<file path="src/hdl/baud_map.svh">
// Register map, field positions, reset values and divide counts of the baud-rate generator.
// Assumes byte addressing on an AXI4-Lite bus, one 32-bit word per register.
`ifndef BAUD_MAP_SVH
`define BAUD_MAP_SVH

// ****************************************
// Register byte offsets
// ****************************************
`define AXI_ADDR_W 8
`define OFS_SERIAL 8'h00
`define OFS_POWER 8'h04
`define OFS_PLL 8'h08
`define OFS_TMODE 8'h0C
`define OFS_T1CTL 8'h10
`define OFS_T1CNT 8'h14
`define OFS_T2CTL 8'h18
`define OFS_T2RLD 8'h1C
`define OFS_T2CNT 8'h20
`define OFS_FLAGS 8'h24

// ****************************************
// Field positions
// ****************************************
`define SER_MODE_HI 1
`define SER_MODE_LO 0
`define PWR_DOUBLE 7
`define PLL_CD_HI 2
`define PLL_CD_LO 0
`define TIMER_MODE_REG_T1_HI 7
`define TIMER_MODE_REG_T1_LO 4
`define TIMER_MODE_REG_MODE_HI 2
`define TIMER_MODE_REG_MODE_LO 1
`define TIMER_MODE_REG_CT 0
`define T1CTL_RUN 0
`define T2CTL_RX 5
`define T2CTL_TX 4
`define T2CTL_RUN 2
`define FLG_T1 0
`define FLG_T2 1

// ****************************************
// Reset values
// ****************************************
`define SERIAL_RST 2'h0
`define PLL_RST 3'h0
`define TIMER_MODE_REG_RST 4'h0
`define T1CNT_RST 16'h0000
`define T2RLD_RST 16'h0000

// ****************************************
// Divide counts (terminal values) and bus response codes
// ****************************************
`define MACH_LAST 4'hB
`define OVF16_LAST 4'hF
`define FIX_SLOW_LAST 6'h3F
`define FIX_FAST_LAST 6'h1F
`define RESP_OKAY 2'h0
`define RESP_SLVERR 2'h2

`endif

</file>
<file path="src/hdl/baud_pkg.sv">
// Types shared by the baud-rate generator files.
// Assumes the companion map header for all numeric constants.
package baud_pkg;

	// ****************************************
	// Serial mode and timer 1 mode encodings
	// ****************************************
	typedef enum logic [1:0] {
		SER_SHIFT = 2'b00,
		SER_VAR8 = 2'b01,
		SER_FIX9 = 2'b10,
		SER_VAR9 = 2'b11
	} serial_mode_t;

	typedef enum logic [1:0] {
		T1_M13 = 2'b00,
		T1_M16 = 2'b01,
		T1_M8R = 2'b10,
		T1_STOP = 2'b11
	} t1_mode_t;

endpackage : baud_pkg

</file>
<file path="src/hdl/uart_baud_rate_generator.sv">
// Baud-rate tick generator for the serial port, with its control registers on AXI4-Lite.
// Assumes the transmit and receive shift logic consume one-cycle tick pulses on aclk.
//
// The AXI4-Lite register port and the register offsets are this design's own decisions.
`timescale 1ns/1ps
`include "baud_map.svh"

module uart_baud_rate_generator #(
	parameter int CD_W = 3
) (
	input wire logic aclk,
	input wire logic aresetn,
	input wire logic [`AXI_ADDR_W-1:0] awaddr,
	input wire logic awvalid,
	output logic awready,
	input wire logic [31:0] wdata,
	input wire logic [3:0] wstrb,
	input wire logic wvalid,
	output logic wready,
	output logic [1:0] bresp,
	output logic bvalid,
	input wire logic bready,
	input wire logic [`AXI_ADDR_W-1:0] araddr,
	input wire logic arvalid,
	output logic arready,
	output logic [31:0] rdata,
	output logic [1:0] rresp,
	output logic rvalid,
	input wire logic rready,
	input wire logic t1_event_pin,
	output logic tx_baud_tick,
	output logic rx_baud_tick
);

	localparam int CDIV_W = (1 << CD_W) - 1;

	generate
		if (CD_W < 1 || CD_W > 4) begin : bad_param
			$error("uart_baud_rate_generator: CD_W must be 1 to 4");
		end
	endgenerate

	// ****************************************
	// Helpers
	// ****************************************
	function automatic logic [31:0] merge(input logic [31:0] old, input logic [31:0] data, input logic [3:0] strb);
		logic [31:0] res;
		res = old;
		for (int i = 0; i < 4; i++) begin
			if (strb[i]) begin
				res[i*8 +: 8] = data[i*8 +: 8];
			end
		end
		return res;
	endfunction : merge

	function automatic logic is_mapped(input logic [`AXI_ADDR_W-1:0] a);
		return a == `OFS_SERIAL || a == `OFS_POWER || a == `OFS_PLL || a == `OFS_TMODE || a == `OFS_T1CTL ||
			a == `OFS_T1CNT || a == `OFS_T2CTL || a == `OFS_T2RLD || a == `OFS_T2CNT || a == `OFS_FLAGS;
	endfunction : is_mapped

	// ****************************************
	// State
	// ****************************************
	logic awready_r, awready_nxt, wready_r, wready_nxt, bvalid_r, bvalid_nxt;
	logic [1:0] bresp_r, bresp_nxt, rresp_r, rresp_nxt;
	logic arready_r, arready_nxt, rvalid_r, rvalid_nxt;
	logic [31:0] rdata_r, rdata_nxt, wdata_r, wdata_nxt;
	logic [3:0] wstrb_r, wstrb_nxt;
	logic [`AXI_ADDR_W-1:0] awaddr_r, awaddr_nxt;
	logic aw_held_r, aw_held_nxt, w_held_r, w_held_nxt;
	logic [1:0] serial_r, serial_nxt, flags_r, flags_nxt;
	logic double_rate_select_r, double_rate_select_nxt, t1_run_r, t1_run_nxt;
	logic tx_sel_r, tx_sel_nxt, rx_sel_r, rx_sel_nxt, t2_run_r, t2_run_nxt;
	logic [CD_W-1:0] cd_r, cd_nxt;
	logic [3:0] timer_mode_reg_r, timer_mode_reg_nxt;
	logic [15:0] t1_cnt_r, t1_cnt_nxt, t2_rld_r, t2_rld_nxt;
	logic [CDIV_W-1:0] cdiv_r, cdiv_nxt;
	logic core_tick_r, core_tick_nxt;
	logic [3:0] mach_r, mach_nxt, t1_div_r, t1_div_nxt;
	logic [5:0] fix_r, fix_nxt;
	logic t1_half_r, t1_half_nxt;
	logic [2:0] pin_s_r, pin_s_nxt;
	logic pin_lvl_r, pin_lvl_nxt;
	logic tx_tick_r, tx_tick_nxt, rx_tick_r, rx_tick_nxt;

	logic [15:0] t2_count;
	logic t2_ovf, t2_tick;
	logic mach_tick, fix_tick, t1_ovf, t1_tick, t1_event, pin_fall;
	logic aw_fire, w_fire, ar_fire, do_write;
	logic [31:0] wr_word, t1_wr;
	logic [1:0] flag_set, flag_clr;
	baud_pkg::serial_mode_t smode;
	baud_pkg::t1_mode_t t1_mode;

	// ****************************************
	// Timer 2 in rate-generator use
	// ****************************************
	timer2_baud #(
		.CNT_W(16),
		.DIV_W(4)
	) u_timer2 (
		.aclk(aclk),
		.aresetn(aresetn),
		.core_tick(core_tick_r),
		.enable(t2_run_r & (tx_sel_r | rx_sel_r)),
		.reload(t2_rld_r),
		.count(t2_count),
		.overflow(t2_ovf),
		.baud_tick(t2_tick)
	);

	// ****************************************
	// Register bus
	// ****************************************
	always_comb begin
		aw_fire = awvalid & awready_r;
		w_fire = wvalid & wready_r;
		ar_fire = arvalid & arready_r;
		aw_held_nxt = aw_held_r | aw_fire;
		w_held_nxt = w_held_r | w_fire;
		awaddr_nxt = aw_fire ? awaddr : awaddr_r;
		wdata_nxt = w_fire ? wdata : wdata_r;
		wstrb_nxt = w_fire ? wstrb : wstrb_r;
		do_write = aw_held_r & w_held_r & ~bvalid_r;
		bvalid_nxt = bvalid_r & ~bready;
		bresp_nxt = bresp_r;
		wr_word = '0;
		serial_nxt = serial_r;
		double_rate_select_nxt = double_rate_select_r;
		cd_nxt = cd_r;
		timer_mode_reg_nxt = timer_mode_reg_r;
		t1_run_nxt = t1_run_r;
		tx_sel_nxt = tx_sel_r;
		rx_sel_nxt = rx_sel_r;
		t2_run_nxt = t2_run_r;
		t2_rld_nxt = t2_rld_r;
		flag_clr = '0;
		if (do_write) begin
			aw_held_nxt = 1'b0;
			w_held_nxt = 1'b0;
			bvalid_nxt = 1'b1;
			bresp_nxt = is_mapped(awaddr_r) ? `RESP_OKAY : `RESP_SLVERR;
			unique case (awaddr_r)
				`OFS_SERIAL: begin
					wr_word = merge({30'h0, serial_r}, wdata_r, wstrb_r);
					serial_nxt = wr_word[`SER_MODE_HI:`SER_MODE_LO];
				end
				`OFS_POWER: begin
					wr_word = merge({24'h0, double_rate_select_r, 7'h0}, wdata_r, wstrb_r);
					double_rate_select_nxt = wr_word[`PWR_DOUBLE];
				end
				`OFS_PLL: begin
					wr_word = merge(32'(cd_r), wdata_r, wstrb_r);
					cd_nxt = wr_word[CD_W-1:0];
				end
				`OFS_TMODE: begin
					wr_word = merge({24'h0, timer_mode_reg_r, 4'h0}, wdata_r, wstrb_r);
					timer_mode_reg_nxt = wr_word[`TIMER_MODE_REG_T1_HI:`TIMER_MODE_REG_T1_LO];
				end
				`OFS_T1CTL: begin
					wr_word = merge({31'h0, t1_run_r}, wdata_r, wstrb_r);
					t1_run_nxt = wr_word[`T1CTL_RUN];
				end
				`OFS_T2CTL: begin
					wr_word = merge({26'h0, rx_sel_r, tx_sel_r, 1'b0, t2_run_r, 2'h0}, wdata_r, wstrb_r);
					rx_sel_nxt = wr_word[`T2CTL_RX];
					tx_sel_nxt = wr_word[`T2CTL_TX];
					t2_run_nxt = wr_word[`T2CTL_RUN];
				end
				`OFS_T2RLD: begin
					wr_word = merge({16'h0, t2_rld_r}, wdata_r, wstrb_r);
					t2_rld_nxt = wr_word[15:0];
				end
				`OFS_FLAGS: begin
					wr_word = merge(32'h0, wdata_r, wstrb_r);
					flag_clr = wr_word[`FLG_T2:`FLG_T1];
				end
				default: begin
				end
			endcase
		end
		awready_nxt = ~aw_held_nxt;
		wready_nxt = ~w_held_nxt;
		rvalid_nxt = rvalid_r & ~rready;
		rdata_nxt = rdata_r;
		rresp_nxt = rresp_r;
		if (ar_fire) begin
			rvalid_nxt = 1'b1;
			rresp_nxt = is_mapped(araddr) ? `RESP_OKAY : `RESP_SLVERR;
			unique case (araddr)
				`OFS_SERIAL: rdata_nxt = {30'h0, serial_r};
				`OFS_POWER: rdata_nxt = {24'h0, double_rate_select_r, 7'h0};
				`OFS_PLL: rdata_nxt = 32'(cd_r);
				`OFS_TMODE: rdata_nxt = {24'h0, timer_mode_reg_r, 4'h0};
				`OFS_T1CTL: rdata_nxt = {31'h0, t1_run_r};
				`OFS_T1CNT: rdata_nxt = {16'h0, t1_cnt_r};
				`OFS_T2CTL: rdata_nxt = {26'h0, rx_sel_r, tx_sel_r, 1'b0, t2_run_r, 2'h0};
				`OFS_T2RLD: rdata_nxt = {16'h0, t2_rld_r};
				`OFS_T2CNT: rdata_nxt = {16'h0, t2_count};
				`OFS_FLAGS: rdata_nxt = {30'h0, flags_r};
				default: rdata_nxt = 32'h0;
			endcase
		end
		arready_nxt = ~rvalid_nxt;
	end

	// ****************************************
	// Core clock, machine cycle and fixed rate
	// ****************************************
	always_comb begin
		core_tick_nxt = cdiv_r >= CDIV_W'((1 << cd_r) - 1);
		cdiv_nxt = core_tick_nxt ? '0 : cdiv_r + 1'b1;
		mach_tick = core_tick_r && mach_r == `MACH_LAST;
		mach_nxt = mach_r;
		fix_tick = 1'b0;
		fix_nxt = fix_r;
		if (core_tick_r) begin
			mach_nxt = mach_tick ? '0 : mach_r + 1'b1;
			fix_tick = fix_r >= (double_rate_select_r ? `FIX_FAST_LAST : `FIX_SLOW_LAST);
			fix_nxt = fix_tick ? '0 : fix_r + 1'b1;
		end
	end

	// ****************************************
	// Timer 1 and its overflow divider
	// ****************************************
	always_comb begin
		pin_s_nxt = {pin_s_r[1:0], t1_event_pin};
		pin_lvl_nxt = (pin_s_r[1] == pin_s_r[2]) ? pin_s_r[2] : pin_lvl_r;
		pin_fall = pin_lvl_r & ~pin_lvl_nxt;
		t1_mode = baud_pkg::t1_mode_t'(timer_mode_reg_r[`TIMER_MODE_REG_MODE_HI:`TIMER_MODE_REG_MODE_LO]);
		t1_event = t1_run_r & (timer_mode_reg_r[`TIMER_MODE_REG_CT] ? pin_fall : mach_tick);
		t1_wr = merge({16'h0, t1_cnt_r}, wdata_r, wstrb_r);
		t1_cnt_nxt = t1_cnt_r;
		t1_ovf = 1'b0;
		if (t1_event) begin
			unique case (t1_mode)
				baud_pkg::T1_M13: begin
					t1_ovf = &t1_cnt_r[15:8] & &t1_cnt_r[4:0];
					t1_cnt_nxt = {t1_cnt_r[15:8] + 8'(&t1_cnt_r[4:0]), 3'h0, t1_cnt_r[4:0] + 5'h01};
				end
				baud_pkg::T1_M16: begin
					t1_ovf = &t1_cnt_r;
					t1_cnt_nxt = t1_cnt_r + 16'h0001;
				end
				baud_pkg::T1_M8R: begin
					t1_ovf = &t1_cnt_r[7:0];
					t1_cnt_nxt[7:0] = t1_ovf ? t1_cnt_r[15:8] : t1_cnt_r[7:0] + 8'h01;
				end
				baud_pkg::T1_STOP: begin
				end
			endcase
		end
		if (do_write && awaddr_r == `OFS_T1CNT) begin
			t1_cnt_nxt = t1_wr[15:0];
		end
		flag_set = {t2_ovf, t1_ovf};
		flags_nxt = (flags_r & ~flag_clr) | flag_set;
		t1_div_nxt = t1_div_r;
		t1_half_nxt = t1_half_r;
		t1_tick = 1'b0;
		if (t1_ovf) begin
			t1_div_nxt = t1_div_r + 1'b1;
			if (t1_div_r == `OVF16_LAST) begin
				t1_half_nxt = double_rate_select_r ? 1'b0 : ~t1_half_r;
				t1_tick = double_rate_select_r | t1_half_r;
			end
		end
	end

	// ****************************************
	// Tick selection per direction
	// ****************************************
	always_comb begin
		smode = baud_pkg::serial_mode_t'(serial_r);
		unique case (smode)
			baud_pkg::SER_SHIFT: begin
				tx_tick_nxt = mach_tick;
				rx_tick_nxt = mach_tick;
			end
			baud_pkg::SER_FIX9: begin
				tx_tick_nxt = fix_tick;
				rx_tick_nxt = fix_tick;
			end
			baud_pkg::SER_VAR8, baud_pkg::SER_VAR9: begin
				tx_tick_nxt = tx_sel_r ? t2_tick : t1_tick;
				rx_tick_nxt = rx_sel_r ? t2_tick : t1_tick;
			end
		endcase
	end

	// ****************************************
	// Registers
	// ****************************************
	always_ff @(posedge aclk) begin
		if (!aresetn) begin
			awready_r <= 1'b0;
			wready_r <= 1'b0;
			bvalid_r <= 1'b0;
			bresp_r <= `RESP_OKAY;
			arready_r <= 1'b0;
			rvalid_r <= 1'b0;
			rdata_r <= 32'h0;
			rresp_r <= `RESP_OKAY;
			awaddr_r <= '0;
			wdata_r <= 32'h0;
			wstrb_r <= 4'h0;
			aw_held_r <= 1'b0;
			w_held_r <= 1'b0;
			serial_r <= `SERIAL_RST;
			double_rate_select_r <= 1'b0;
			cd_r <= CD_W'(`PLL_RST);
			timer_mode_reg_r <= `TIMER_MODE_REG_RST;
			t1_run_r <= 1'b0;
			t1_cnt_r <= `T1CNT_RST;
			tx_sel_r <= 1'b0;
			rx_sel_r <= 1'b0;
			t2_run_r <= 1'b0;
			t2_rld_r <= `T2RLD_RST;
			flags_r <= 2'h0;
			cdiv_r <= '0;
			core_tick_r <= 1'b0;
			mach_r <= 4'h0;
			fix_r <= 6'h00;
			t1_div_r <= 4'h0;
			t1_half_r <= 1'b0;
			pin_s_r <= 3'h7;
			pin_lvl_r <= 1'b1;
			tx_tick_r <= 1'b0;
			rx_tick_r <= 1'b0;
		end else begin
			awready_r <= awready_nxt;
			wready_r <= wready_nxt;
			bvalid_r <= bvalid_nxt;
			bresp_r <= bresp_nxt;
			arready_r <= arready_nxt;
			rvalid_r <= rvalid_nxt;
			rdata_r <= rdata_nxt;
			rresp_r <= rresp_nxt;
			awaddr_r <= awaddr_nxt;
			wdata_r <= wdata_nxt;
			wstrb_r <= wstrb_nxt;
			aw_held_r <= aw_held_nxt;
			w_held_r <= w_held_nxt;
			serial_r <= serial_nxt;
			double_rate_select_r <= double_rate_select_nxt;
			cd_r <= cd_nxt;
			timer_mode_reg_r <= timer_mode_reg_nxt;
			t1_run_r <= t1_run_nxt;
			t1_cnt_r <= t1_cnt_nxt;
			tx_sel_r <= tx_sel_nxt;
			rx_sel_r <= rx_sel_nxt;
			t2_run_r <= t2_run_nxt;
			t2_rld_r <= t2_rld_nxt;
			flags_r <= flags_nxt;
			cdiv_r <= cdiv_nxt;
			core_tick_r <= core_tick_nxt;
			mach_r <= mach_nxt;
			fix_r <= fix_nxt;
			t1_div_r <= t1_div_nxt;
			t1_half_r <= t1_half_nxt;
			pin_s_r <= pin_s_nxt;
			pin_lvl_r <= pin_lvl_nxt;
			tx_tick_r <= tx_tick_nxt;
			rx_tick_r <= rx_tick_nxt;
		end
	end

	assign awready = awready_r;
	assign wready = wready_r;
	assign bvalid = bvalid_r;
	assign bresp = bresp_r;
	assign arready = arready_r;
	assign rvalid = rvalid_r;
	assign rdata = rdata_r;
	assign rresp = rresp_r;
	assign tx_baud_tick = tx_tick_r;
	assign rx_baud_tick = rx_tick_r;

endmodule : uart_baud_rate_generator

</file>
<file path="src/hdl/timer2_baud.sv">
// Timer 2 in rate-generator operation: count, 16-bit auto-reload, divide of overflows.
// Assumes core_tick is a one-cycle pulse per core clock period on aclk.
`timescale 1ns/1ps

module timer2_baud #(
	parameter int CNT_W = 16,
	parameter int DIV_W = 4
) (
	input wire logic aclk,
	input wire logic aresetn,
	input wire logic core_tick,
	input wire logic enable,
	input wire logic [CNT_W-1:0] reload,
	output logic [CNT_W-1:0] count,
	output logic overflow,
	output logic baud_tick
);

	generate
		if (CNT_W < 2 || DIV_W < 1) begin : bad_param
			$error("timer2_baud: widths too small");
		end
	endgenerate

	logic half_r, half_nxt;
	logic [CNT_W-1:0] cnt_r, cnt_nxt;
	logic [DIV_W-1:0] div_r, div_nxt;
	logic ovf_r, ovf_nxt;
	logic tick_r, tick_nxt;

	// ****************************************
	// Count logic
	// ****************************************
	always_comb begin
		half_nxt = half_r;
		cnt_nxt = cnt_r;
		div_nxt = div_r;
		ovf_nxt = 1'b0;
		tick_nxt = 1'b0;
		if (!enable) begin
			half_nxt = 1'b0;
			cnt_nxt = reload;
			div_nxt = '0;
		end else if (core_tick) begin
			half_nxt = ~half_r;
			if (half_r) begin
				if (&cnt_r) begin
					cnt_nxt = reload;
					ovf_nxt = 1'b1;
					div_nxt = div_r + 1'b1;
					tick_nxt = &div_r;
				end else begin
					cnt_nxt = cnt_r + 1'b1;
				end
			end
		end
	end

	always_ff @(posedge aclk) begin
		if (!aresetn) begin
			half_r <= 1'b0;
			cnt_r <= '0;
			div_r <= '0;
			ovf_r <= 1'b0;
			tick_r <= 1'b0;
		end else begin
			half_r <= half_nxt;
			cnt_r <= cnt_nxt;
			div_r <= div_nxt;
			ovf_r <= ovf_nxt;
			tick_r <= tick_nxt;
		end
	end

	assign count = cnt_r;
	assign overflow = ovf_r;
	assign baud_tick = tick_r;

endmodule : timer2_baud

</file>
<file path="config.mk">
export PLATFORM = sky130hd
export DESIGN_NAME = uart_baud_rate_generator
export DESIGN_NICKNAME = d
export VERILOG_FILES = /design/src/hdl/baud_pkg.sv /design/src/hdl/uart_baud_rate_generator.sv /design/src/hdl/timer2_baud.sv
export VERILOG_INCLUDE_DIRS = /design/src /design/src/hdl
export SDC_FILE = /design/constraint.sdc
export NUM_CORES = 1
export LEC_CHECK = 0
export BUFFER_PORTS_ARGS = -buffer_cell sky130_fd_sc_hd__buf_4
export CAP_MARGIN = 20
export CORE_AREA = 2 2 142 130
export DETAILED_ROUTE_END_ITERATION = 10
export DIE_AREA = 0 0 144 132
export PLACE_DENSITY = 0.66
export RECOVER_POWER = 100
export SYNTH_ARGS = -nofsm -noshare
export SYNTH_HDL_FRONTEND = slang
export SYNTH_SLANG_ARGS = --single-unit
export TNS_END_PERCENT = 50
</file>
<file path="constraint.sdc">
create_clock -name aclk -period 2.7 [get_ports aclk]
set_input_delay 0 -clock aclk [delete_from_list [all_inputs] [get_ports aclk]]
set_output_delay 0 -clock aclk [all_outputs]
set_load 0.01 [all_outputs]
</file>
After elaboration in Yosys (flattened, before gate mapping). Index checks and enable logic that the tools add are counted.

$add $sub $neg: 11. Magnitude comparators: 2. Eq/ne operators: 30. Shifts and indexed selects: 1. Mux-type cells: 37. Bitwise logic cells: 28. Reduce and logical (&&, ||, !) cells: 51.

Operators by type and width (count): case mux 16 bit (10 select lines) (1); two-way mux 16 bit (6); == test 8 x 5 -> 1 bit (second input constant) (8); adder 16 x 1 -> 16 bit (second input constant) (2); == test 8 x 4 -> 1 bit (second input constant) (4); == test 8 x 6 -> 1 bit (second input constant) (4); AND reduction 16 bit (2); AND reduction 3 bit (10); two-way mux 8 bit (3); case mux 8 bit (3 select lines) (1); AND reduction 20 bit (1); logical OR 1 bit (18); AND reduction 18 bit (1); == test 8 x 3 -> 1 bit (second input constant) (2); zero test 8 bit (2); case mux 8 bit (2 select lines) (1); AND reduction 8 bit (2); two-way mux 1 bit (14); adder 4 x 1 -> 4 bit (second input constant) (3); two-way mux 6 bit (2); bitwise AND 1 bit (11); two-way mux 2 bit (5); inverter 1 bit (10); case mux 1 bit (3 select lines) (3); other kinds (28) (44).

Flip-flop bits (word level): 169. Input bits: 60. Word-level logic and storage cells: 201.

Depth between registers and ports, before layout.
Word-level depth: 11. Gate-level depth with buffers: 13. Mapped depth without buffers: 11.

Modules after synthesis. A second synthesis with hierarchy kept.

Cells, all modules: 943. Area, all modules: 7788.7 um^2.

Modules (own cells, without submodules): uart_baud_rate_generator (times used 1, cells an instance 774, area each 6394.9 um^2, sequential area each 2562.5 um^2); timer2_baud (times used 1, cells an instance 169, area each 1393.8 um^2, sequential area each 460.4 um^2).

Least setup slack after synthesis. Ideal clock, no wire load.

Path kind: register to register. Start point: reg cd_r[0]. End point: reg cdiv_r[2]. Arrival: 2.573 ns. Setup slack: 0.060 ns. Stages on the path, launching flop included: 13. Buffers on the path: 2. Clock period less this slack: 2.640 ns. Cells stage by stage: dfxtp_1 > clkbuf_1 > or3_1 > ha_1 > clkbuf_1 > xor2_1 > nor2_1 > a21oi_1 > ha_1 > and3_1 > a221oi_1 > o211ai_1 > nor2_1.

Longest elaborated chain between the ends: 4.

Ends and longest elaborated chain: start: declaration (line uart_baud_rate_generator.sv:75) `logic [CD_W-1:0] cd_r, cd_nxt;`; start signal: assignment (line uart_baud_rate_generator.sv:313) `` cd_r <= CD_W'(`PLL_RST); ``; start signal: assignment (line uart_baud_rate_generator.sv:348) `cd_r <= cd_nxt;`; << shifter 1 x 3 -> 7 bit (line uart_baud_rate_generator.sv:212) `core_tick_nxt = cdiv_r >= CDIV_W'((1 << cd_r) - 1);`; subtractor 7 x 2 -> 7 bit (line uart_baud_rate_generator.sv:212); >= comparator 7 bit (line uart_baud_rate_generator.sv:212); OR reduction 2 bit (no source line); end signal: assignment (line uart_baud_rate_generator.sv:357) `cdiv_r <= cdiv_nxt;`; end: declaration (line uart_baud_rate_generator.sv:78) `logic [CDIV_W-1:0] cdiv_r, cdiv_nxt;`.

Every way passes these cells. A chain may end at the register's enable or synchronous reset.

Worst setup path in the final report.
Start point: reg cd_r[0]. End point: reg cdiv_r[4].

Same word-level chain as after synthesis.

==> impl_metrics.ini <==
[cts]
clkSlewWorstSetupHoldPaths_ps = 60
cts_buffer_depth = 2
cts_buffers = 17
clock_sinks = 151
cts_root_buffer = clkbuf_16
insertion_delay_ps = 430
cts.htree.levels = 4
cts_tree = built

[floorplanning]
fp.coreArea_mm2 = 0.01744
die_x_um = 144
ios = 103
dieArea_mm2 = 0.01901
rows = 46
fp.dieH_um = 132
start_util_pct = 44.38

[power]
internal_power_mw = 3.993
combinationalPowerShare_pct = 5.6
ir_drop_mv = 0.4291
p_seq_share_pct = 44.8
power_leakage_nw = 3.523
clkPwrFrac_pct = 49.6
switchingPower_mw = 1.161
p_sw_share_pct = 22.52
power_density_mw_per_mm2 = 548.7

[sta]
fin_crit_sh_pct = 94.84
timing.final.crit_period_ps = 2561
holdWs_ps = 40.68
fmax_mhz = 390.5
worst_clock_skew_ps = 8.122
hold_viol_final = 0
worstMarginPinSlew_ps = 1053
finalWorstSetupSlack_ps = 139.4
setup_viol = 0
drv_slew = 0
max-slew-margin-rel_pct = 29.76
tns_ps = 0

[synth]
synth_top_area_share_pct = 39.06
synth-async-reset-ratio_pct = 0
synth_area_leaders = dfxtp_1 (39%), nand2_1 (6.5%), a21oi_1 (4.7%)
synth_ff_type = dfxtp_1
synth_edf_count = 0
yosysTopAreaCell = dfxtp_1
synthCells = 937
syn_area_mm2 = 0.007739
yosysWarnings = 0
avgSynthCellArea_um2 = 8.259
ys_seq_area_share_pct = 39.06
ys_seq_elements = 151
synth_cell_types = 80

[route]
dr.pass1.iters = 7
drt_iter0_drc = 783
vias_per_cell = 5.735
ant_nets = 0
drcViolationCount = 0
vias = 7415
avgRoutedWirePerCell_um = 17.15
routed_wirelength_um = 22180

[cells_and_area]
fillCellCount = 1670
nets = 1124
final_core_util_pct = 53.86
drive_above_1_share_pct = 10.64
diodes = 0
area_growth_pct = 21.37

[global_route]
antenna_found_initial = 0
gr-total-overflow = 0
grt_pass1_vias = 6706
grtUsageTotal_pct = 23.55
grt_pass1_wl_um = 35540
grt_max_degree = 29

[place]
hpwlAfterDp_um = 15490
preCtsSetupSlack_ps = 28.28
routabilityCongestion = 0.9001
port_buffers = 66

[setup_path]
startpoint_type = register
cp-end-kind = register
critPathMaxFanout = 7
cp.arrival_ps = 2930
cp.required_ps = 3070
critical_path_class = register to register

[hold_path]
hp-class = input port to register

[run]
maxCapViolCount = 0

[status]
outcome = complete, no violations
routing by layer:
| metal | GRT usage (%) | vias to the layer above | wire length, um |
|---|---|---|---|
| met5 | 0 | - | 0 |
| met4 | 7.843 | 0 | 552 |
| met3 | 4.722 | 44 | 1764 |
| met2 | 34.23 | 304 | 9610 |
| met1 | 34.64 | 3466 | 10250 |
| li1 | - | 3601 | - |
metrics by stage:
| stage | instances | total power, mW | instance area (um^2) |
|---|---|---|---|
| after floorplan | 954 | 2.503 | 7802 |
| after global placement | 1220 | 2.602 | 8487 |
| after detailed placement | 1220 | 2.605 | 8487 |
| after CTS | 1292 | 5.198 | 9528 |
| after global routing | 1293 | 5.326 | 9393 |
| final | 1293 | 5.154 | 9393 |
cells in the final DEF, fill, tap and decap left out, drive strengths merged, types with 20 or more instances in the layout:
master / count
nand2: 133
dlygate4sd3: 41
mux2i: 24
buf: 64
and3: 23
inv: 20
o21ai: 49
a21oi: 72
clkbuf: 55
nor2: 74
ha: 23
dfxtp: 151
nand3: 56
logic make-up after synthesis:
group	count (synthesis)	synth area share, %
AND/OR/NAND/NOR	388	25.04
AO/OA/AOI/OAI	236	20.62
XOR/XNOR	22	2.490
other	1	0.04846
buffers and inverters	90	5.626
flip-flops	151	39.06
multiplexers	26	3.395
adder cells (fa/ha/maj)	23	3.719
state kept, by name (all words and copies together) (netlist names), 3 cells and up:
register / cells
fix_r: 6
wdata_r: 16
t1_div_r: 4
mach_r: 4
rdata: 16
awaddr_r: 8
pin_s_r: 3
timer_mode_reg_r: 4
u_timer2.div_r: 4
t1_cnt_r: 16
cdiv_r: 7
u_timer2.count: 16
t2_rld_r: 16
cd_r: 3
final cells by class:
cell class | instances | area [um^2] | share of cell area, %
repair buffers | 139 | 1033 | 11.00
multi-input cells | 713 | 4334 | 46.14
clock inverters | 10 | 170.2 | 1.812
clock buffers | 21 | 460.4 | 4.902
flip-flops and latches | 151 | 3023 | 32.18
well taps | 240 | 300.3 | 3.197
inverters | 19 | 71.32 | 0.7593
cells in the mapped netlist, types with 6 or more instances:
master / count
clkbuf_1: 40
xnor2_1: 11
a21oi_1: 72
dfxtp_1: 151
xor2_1: 11
a31oi_1: 13
nand3_1: 54
nand2_1: 133
o21ai_0: 47
ha_1: 23
nor4_1: 13
nor3_1: 12
inv_1: 17
o22ai_1: 9
a221oi_1: 9
and3_1: 23
nand2b_1: 12
a32o_1: 6
nor2_1: 74
o31ai_1: 6
or3_1: 9
a222oi_1: 12
o21a_1: 6
buf_4: 22
nand4_1: 17
and2_1: 11
mux2i_1: 24
o31a_1: 6
power by group through the flow:
stage               combinational (mW)  sequential (mW)  clock, mW
floorplan                        0.160             2.34          0
global placement                 0.243             2.36          0
detailed placement               0.246             2.36          0
CTS                              0.292             2.31       2.60
global route                     0.318             2.32       2.69
finish                           0.286             2.31       2.56
critical path: stages, from the launching register on:
cell and delay, ps:
dfxtp_1 310, or3_1 400, ha_1 290, xor2_1 170, nor2_1 90, a21oi_1 60, ha_1 310, and3_1 210
a221oi_2 260, o211ai_1 130, buf_4 180, nor2_1 100
final timing paths:
path,startpoint,to,slack (ps),depth (start not counted)
max,cd_r[0],cdiv_r[4],140,11
min,araddr[7],rresp[1],40,5
min reg2reg,pin_s_r[0],pin_s_r[1],410,1
max reg2reg,cd_r[0],cdiv_r[4],140,11
timing repair:
action                                  in CTS  in global routing
setup buffers                                0                  1
hold buffers                                41                  0
hold endpoints to repair                    44                  0
gates resized for setup                      0                  1
endpoints found under the setup margin       0                  7
(Power assumes the default switching activity.)
